File: src/rtl/clock_source_pkg.sv
// shared constants and types for the clock source control block
package clock_source_pkg;

  // ---------------------------------------------------------------
  // clock rates
  // ---------------------------------------------------------------
  localparam int REF_CLK_KHZ = 25000;    // ref_clk, 40 ns period
  localparam int XTAL_NOM_KHZ = 4096;    // nominal crystal
  localparam int XTAL_MIN_KHZ = 3700;    // lowest crystal accepted
  localparam int XTAL_MAX_KHZ = 4500;    // highest crystal accepted
  localparam int CORE_NOM_HZ = 409600;   // nominal core clock
  localparam int CORE_DIV = 10;          // crystal to core divide ratio

  // ---------------------------------------------------------------
  // reset values
  // ---------------------------------------------------------------
  localparam logic RST_GATE = 1'h0;
  localparam logic RST_OSC_EN = 1'h0;
  localparam logic RST_LEVEL = 1'h0;
  localparam logic RST_OE_N = 1'h1;

  // ---------------------------------------------------------------
  // types
  // ---------------------------------------------------------------
  typedef struct packed {
    logic clockRunGate;            // pass clock to the core
    logic oscPowerDown;            // stop crystal, take clock from pin
    logic clockPinOutputEnable;    // drive internal clock onto pin
  } oscillator_control_t;

  typedef enum logic [0:0] {
    SRC_INTERNAL = 1'b0,
    SRC_EXTERNAL = 1'b1
  } clock_source_t;

endpackage

File: src/rtl/clock_source_control.sv
// clock source selection, divide and glitch-free start gate
`timescale 1ns/100ps
// Function
// - internal core clock is the crystal oscillator divided by ten
// - gate bit clear: no clock to core or pin; set passes source
// - internal clock drives the pin only when pin output enable is set
// - oscillator power-down stops crystal, pin becomes input, output ignored
// - external pin clock reaches the core only once the gate is set
// - multi-chip: one master drives pin, others power down and listen
// - crystals 3.7 to 4.5 MHz accepted, rates scale with frequency
module clock_source_control
  import clock_source_pkg::*;
#(
  parameter int DIV_RATIO = CORE_DIV
) (
  input wire logic ref_clk,
  input wire logic rst_n,
  input oscillator_control_t ctrl,
  input wire logic xtalClk,
  input wire logic clkPinIn,
  output logic oscEnable,
  output logic clkPinOut,
  output logic clkPinOe_n,
  output logic coreClk,
  output logic coreClkEn
);

  localparam int HALF = DIV_RATIO / 2;
  localparam int CW = $clog2(HALF + 1);
  localparam logic [CW-1:0] HALF_LAST = CW'(HALF - 1);

  // ---------------------------------------------------------------
  // elaboration checks
  // ---------------------------------------------------------------
  if (DIV_RATIO < 2 || (DIV_RATIO % 2) != 0) begin : g_bad_div
    $error("divide ratio must be even and at least two");
  end
  if (REF_CLK_KHZ < 4 * XTAL_MAX_KHZ) begin : g_bad_ref
    $error("ref_clk too slow to sample the fastest crystal");
  end
  if (XTAL_NOM_KHZ * 1000 / CORE_DIV != CORE_NOM_HZ) begin : g_bad_nom
    $error("nominal crystal and core clock disagree");
  end

  // ---------------------------------------------------------------
  // pin sampling
  // ---------------------------------------------------------------
  logic xtalLevel, xtalRise;
  logic pinLevel;

  // crystal output crosses into ref_clk domain
  pin_sampler u_xtal (
    .ref_clk(ref_clk),
    .rst_n(rst_n),
    .pinIn(xtalClk),
    .level(xtalLevel),
    .rise(xtalRise),
    .fall()
  );

  // shared clock pin input buffer
  pin_sampler u_pin (
    .ref_clk(ref_clk),
    .rst_n(rst_n),
    .pinIn(clkPinIn),
    .level(pinLevel),
    .rise(),
    .fall()
  );

  // ---------------------------------------------------------------
  // oscillator enable and divider
  // ---------------------------------------------------------------
  logic oscEn_reg, oscEn_next;
  logic [CW-1:0] divCnt_reg, divCnt_next;
  logic intClk_reg, intClk_next;

  // half-period counter on crystal rising edges gives 50 percent duty
  always_comb begin
    oscEn_next = ~ctrl.oscPowerDown;
    divCnt_next = divCnt_reg;
    intClk_next = intClk_reg;
    if (!oscEn_reg) begin
      divCnt_next = '0;
      intClk_next = RST_LEVEL;
    end else if (xtalRise) begin
      if (divCnt_reg == HALF_LAST) begin
        divCnt_next = '0;
        intClk_next = ~intClk_reg;
      end else begin
        divCnt_next = divCnt_reg + CW'(1);
      end
    end
  end

  always_ff @(posedge ref_clk) begin
    if (!rst_n) begin
      oscEn_reg <= RST_OSC_EN;
      divCnt_reg <= '0;
      intClk_reg <= RST_LEVEL;
    end else begin
      oscEn_reg <= oscEn_next;
      divCnt_reg <= divCnt_next;
      intClk_reg <= intClk_next;
    end
  end

  // ---------------------------------------------------------------
  // glitch-free source select and gate
  // ---------------------------------------------------------------
  clock_source_t src_reg, src_next;
  logic gateOn_reg, gateOn_next;
  logic outEn_reg, outEn_next;
  logic curLevel, newLevel;
  clock_source_t reqSrc;

  // settings only change while both old and new source sit low
  always_comb begin
    reqSrc = ctrl.oscPowerDown ? SRC_EXTERNAL : SRC_INTERNAL;
    curLevel = (src_reg == SRC_EXTERNAL) ? pinLevel : intClk_reg;
    newLevel = (reqSrc == SRC_EXTERNAL) ? pinLevel : intClk_reg;
    src_next = src_reg;
    gateOn_next = gateOn_reg;
    outEn_next = outEn_reg;
    if (!curLevel && !newLevel) begin
      src_next = reqSrc;
      gateOn_next = ctrl.clockRunGate;
      outEn_next = ctrl.clockPinOutputEnable;
    end
  end

  always_ff @(posedge ref_clk) begin
    if (!rst_n) begin
      src_reg <= SRC_INTERNAL;
      gateOn_reg <= RST_GATE;
      outEn_reg <= 1'h0;
    end else begin
      src_reg <= src_next;
      gateOn_reg <= gateOn_next;
      outEn_reg <= outEn_next;
    end
  end

  // ---------------------------------------------------------------
  // core clock and pin drive
  // ---------------------------------------------------------------
  logic coreClk_reg, coreClk_next;
  logic coreEn_reg, coreEn_next;
  logic pinOut_reg, pinOut_next;
  logic pinOeN_reg, pinOeN_next;
  logic drivePin;

  // core sees the gated source; pin driven only for internal source
  always_comb begin
    coreClk_next = gateOn_reg & curLevel;
    coreEn_next = coreClk_next & ~coreClk_reg;
    drivePin = gateOn_reg & outEn_reg
               & (src_reg == SRC_INTERNAL);
    pinOeN_next = ~drivePin;
    pinOut_next = drivePin & intClk_reg;
  end

  always_ff @(posedge ref_clk) begin
    if (!rst_n) begin
      coreClk_reg <= RST_LEVEL;
      coreEn_reg <= 1'h0;
      pinOut_reg <= RST_LEVEL;
      pinOeN_reg <= RST_OE_N;
    end else begin
      coreClk_reg <= coreClk_next;
      coreEn_reg <= coreEn_next;
      pinOut_reg <= pinOut_next;
      pinOeN_reg <= pinOeN_next;
    end
  end

  assign oscEnable = oscEn_reg;
  assign coreClk = coreClk_reg;
  assign coreClkEn = coreEn_reg;
  assign clkPinOut = pinOut_reg;
  assign clkPinOe_n = pinOeN_reg;
endmodule // clock_source_control

File: src/rtl/pin_sampler.sv
// two-flop synchroniser with edge detection for one pin
`timescale 1ns/100ps
module pin_sampler (
  input wire logic ref_clk,
  input wire logic rst_n,
  input wire logic pinIn,
  output logic level,
  output logic rise,
  output logic fall
);

  logic meta_reg, meta_next;
  logic sync_reg, sync_next;
  logic prev_reg, prev_next;

  // ---------------------------------------------------------------
  // synchroniser and edge history
  // ---------------------------------------------------------------
  // next values; first stage feeds only the second stage
  always_comb begin
    meta_next = pinIn;
    sync_next = meta_reg;
    prev_next = sync_reg;
  end

  // register stage, synchronous reset
  always_ff @(posedge ref_clk) begin
    if (!rst_n) begin
      meta_reg <= 1'h0;
      sync_reg <= 1'h0;
      prev_reg <= 1'h0;
    end else begin
      meta_reg <= meta_next;
      sync_reg <= sync_next;
      prev_reg <= prev_next;
    end
  end

  // edges seen on the settled stage only
  assign level = sync_reg;
  assign rise = sync_reg & ~prev_reg;
  assign fall = ~sync_reg & prev_reg;

endmodule // pin_sampler

File: config.mk
export PLATFORM = sky130hd
export DESIGN_NAME = clock_source_control
export DESIGN_NICKNAME = d
export VERILOG_FILES = /design/src/rtl/clock_source_pkg.sv /design/src/rtl/clock_source_control.sv /design/src/rtl/pin_sampler.sv
export SDC_FILE = /design/constraint.sdc
export NUM_CORES = 1
export LEC_CHECK = 0
export ABC_AREA = 1
export BUFFER_PORTS_ARGS = -buffer_cell sky130_fd_sc_hd__clkbuf_2
export CAP_MARGIN = 0
export CORE_AREA = 2 2 39 41
export CTS_BUF_LIST = sky130_fd_sc_hd__clkbuf_8
export CTS_CLUSTER_DIAMETER = 40
export DETAILED_ROUTE_END_ITERATION = 6
export DIE_AREA = 0 0 41 43
export GPL_ROUTABILITY_DRIVEN = 0
export GPL_TIMING_DRIVEN = 1
export PLACE_DENSITY = 0.74
export SYNTH_ARGS = -nofsm -noshare
export SYNTH_HDL_FRONTEND = slang
export SYNTH_HIERARCHICAL = 1
export SYNTH_SLANG_ARGS = --single-unit
File: constraint.sdc
create_clock -name ref_clk -period 1.21 [get_ports ref_clk]
set_input_delay 0.121 -clock ref_clk [delete_from_list [all_inputs] [get_ports ref_clk]]
set_output_delay 0.121 -clock ref_clk [all_outputs]
set_load 0.05 [all_outputs]
# Yosys cells after proc, flatten, opt, wreduce, memory -nomap -nowiden
# Cells that the tools add are included.
word_totals:
  reg_bits: 17
  inputBits: 7
  out_inout_bits: 5
  word_cells: 38
classes:
  addsub: 1
  n_eq_ne: 1
  n_mux: 4
  bitwise_logic: 12
  reduce_logical: 5
op_table:
  columns: ["operator", "count"]
  rows:
  - ["$and 1x1->1", 6]
  - ["$not 1->1", 6]
  - ["$reduce_and 2->1", 2]
  - ["$add 3x1->3 const B", 1]
  - ["$eq 3x3->1 const B", 1]
  - ["$mux 1", 3]
  - ["$mux 3", 1]
  - ["$logic_not 1->1", 2]
  - ["$logic_and 1x1->1", 1]

# Longest topological paths before layout
depth:
  ltp_word: 4
  ltp_mapped: 7
  mapped_depth_nobuf: 7

# Cells and area by module
# The synthesis kept the hierarchy.
modules_own_cells:
  columns: ["module", "instances", "cells_each", "area_per_inst_um2", "seq_area_each_um2"]
  rows:
  - ["clock_source_control", 1, 63, 486.7, 240.2]
  - ["pin_sampler", 2, 13, 100.1, 60.1]

# Least setup slack after synthesis
# Ideal clock, no wire load.
synth_path:
  kind: "flip-flop to flip-flop"
  from: "register oscEn_reg (netlist: oscEnable)"
  to: "register divCnt_reg[0]"
  setup_time_ns: 0.072
  arrival_time_ns: 0.964
  required_ns: 1.138
  path_slack_ns: 0.174
  stages_incl_launch_ff: 3
  n_path_buf: 0
  synth_period_minus_slack_ns: 1.036
  cell_sequence: "dfxtp_1 -> nand3_1 -> a21oi_1"
synth_between:
  elab_chain_cells: 1
synth_lines:
  columns: ["element", "line_no", "source"]
  rows:
  - ["from (decl)", "clock_source_control.sv:74", "logic oscEn_reg, oscEn_next;"]
  - ["from (signal assigned)", "clock_source_control.sv:102", "oscEn_reg <= oscEn_next;"]
  - ["$reduce_and 2->1 (no source line)", null, null]
  - ["to (signal assigned)", "clock_source_control.sv:103", "divCnt_reg <= divCnt_next;"]
  - ["to (decl)", "clock_source_control.sv:75", "logic [CW-1:0] divCnt_reg, divCnt_next;"]
# No other way between the ends.
# A chain may end at the register's enable or synchronous reset.

# Worst setup path after layout
layout_path:
  from: "register divCnt_reg[0]"
  to: "register divCnt_reg[0]"
layout_between:
  elab_chain_cells: 2
layout_lines:
  columns: ["element", "line_no", "source"]
  rows:
  - ["$add 3x1->3 / $eq 3x3->1 (equally long branches)", "clock_source_control.sv:91, clock_source_control.sv:87", null]
  - ["$mux 3 (*)", "clock_source_control.sv:87", "if (divCnt_reg == HALF_LAST) begin"]
# Every way passes the cells marked *; elsewhere a longest branch is shown, timed or not.

==> run summary <==
Outcome -> finished clean
Top Family by Delay on Critical Path -> flip-flops
Clock sinks -> 17
Most used cell, CP -> nand3_1
Reg clk slew, reported paths -> 60 ps
Post-Syn Nets -> 89
Die Wd -> 41 um
DR iter-0 viols -> 5
Multi-input gate area -> 233 um2
Cell breakdown of the critical path -> inv_1 > ha_1 > nand3_1 > nand3_1 > a21oi_1
Post-route DRC -> 0
Maximum number of pins on one net before global-route repair -> 14
Fin crit period -> 1050 ps
Fin. max-slew vios -> 0
Starting density of the core -> 0.458
Placement Setup Slack -> 179 ps
H-tree depth -> 1
Final Hold Fails -> 0
Vias per cell -> 4.33
WL final -> 916 um
Gr ovfl total -> 0
Initial antenna violation count -> 0
IO Port Bufs -> 11
Worst Setup Slack, final -> 165 ps
Finished Cell Area -> 749 um2
CP startpoint -> divCnt_reg[0]
PwrDens -> 1450 nW/um2
Slowest stage cell on the critical path -> dfxtp_1
Setup TNS -> 0 ps
Post-cts sizing count -> 0
Number of post-CTS setup repair buffers -> 0
Static leakage -> 0.380 nW
Req. time, crit path -> 1390 ps
RSZ-0062 raised after global routing -> false
CP max FO -> 3
Via count -> 476
Hold_buf cts -> 0
Fillers -> 126
CTS tree -> done
Clk Latency, worst-skew pair -> 250 ps
Max Cap Viol -> 0
Worst slew pin tran -> 276 ps
Boundary Pins -> 12
DR pass1 iterations -> 4
Max frequency -> 957 MHz
R2r setup slk -> 160 ps
Endpoints failing setup -> 0
Avg Cell Area, Syn -> 7.93 um2
Final period util -> 0.864
Final Net Count -> 104
Core area -> 1380 um2
Final HPWL DP -> 657 um
Row count -> 14
Die height -> 43 um
Clk buf depth -> 2
Antenna Nets Post-Route -> 0
CP max stage delay -> 330 ps
Die footprint -> 1760 um2
Antenna cell count -> 0
Area growth syn-to-layout -> 18.1%
Gr usage total -> 0.128
Post-Synthesis Cell Area -> 634 um2
Warnings from Yosys -> 6
WP buf/inv -> 1
First-pass GRT wire length -> 1470 um
Total power -> 1.09 mW
Root buffer cell -> clkbuf_8
Peak supply drop -> 1060 uV
Hold Crit Start -> xtalClk
CP Launch Type -> flip-flop
Final Hold Slack -> 47.6 ps
Final clock skew -> 1.84 ps
Placed Area -> 704 um2
Cells after synthesis -> 80
WS Path Type -> reg -> reg
Avg WL per Cell -> 8.33 um
Vias in the first global route -> 370
Layout cell share with drive strength beyond 1 -> 0.213
Rel. slew slack -> 0.816
Critical Path AT -> 1220 ps
Hold WC Path Type -> in -> reg
Worst flop-to-flop path startpoint -> divCnt_reg[0]
Reg area -> 340 um2
Kind of end point of the critical path -> flip-flop
Max FFs per register -> 3
CTS buffer count -> 3
## metal layers
layer | up-vias | track usage | part of all wire
met2 | 13 | 0.169 | 0.44
met3 | 0 | 0.0942 | 0.096
met4 | 0 | 0.0200 | 0
met1 | 199 | 0.168 | 0.46
met5 | - | 0 | 0
li1 | 264 | - | -
## where the power goes
group | internal (mW) | switching, mW
Sequential | 0.583 | 0.0109
Clock | 0.225 | 0.170
Combinational | 0.0326 | 0.0659
Total | 0.840 | 0.247
## cell type report
cell class	count	area share
Tap cell	16	0.0267
Multi-Input combinational cell	47	0.311
Clock inverter	1	0.00501
Clock buffer	3	0.0551
Inverter	15	0.0751
Timing Repair Buffer	11	0.0735
Sequential cell	17	0.454
## worst paths after layout
| check | cells past startpoint | endpoint |
|---|---|---|
| setup / recovery | 5 | divCnt_reg[0] |
| hold / removal | 3 | u_xtal/meta_reg |
| setup reg to reg | 5 | divCnt_reg[0] |
| hold reg to reg | 2 | u_xtal/level |
## through the flow
step,instances,util
after floorplan,80,-
after global placement,106,0.509
after detailed placement,106,0.509
after CTS,110,0.542
after global routing,110,0.542
final,110,0.542
## worst min-delay path, cell delays in order
cell      delay (ps)
clkbuf_2          70
nand2_1           40
inv_1             40
## layout by cell type, fill, tap and decap left out, drive strengths merged
cell     n
inv     16
nor2    11
mux2i    1
nand3    2
ha       2
o21bai   1
clkbuf  14
or2      2
nand4    1
nor3     1
dfxtp   17
nand2   23
a21oi    3
Power figures use the tool's default switching activity.
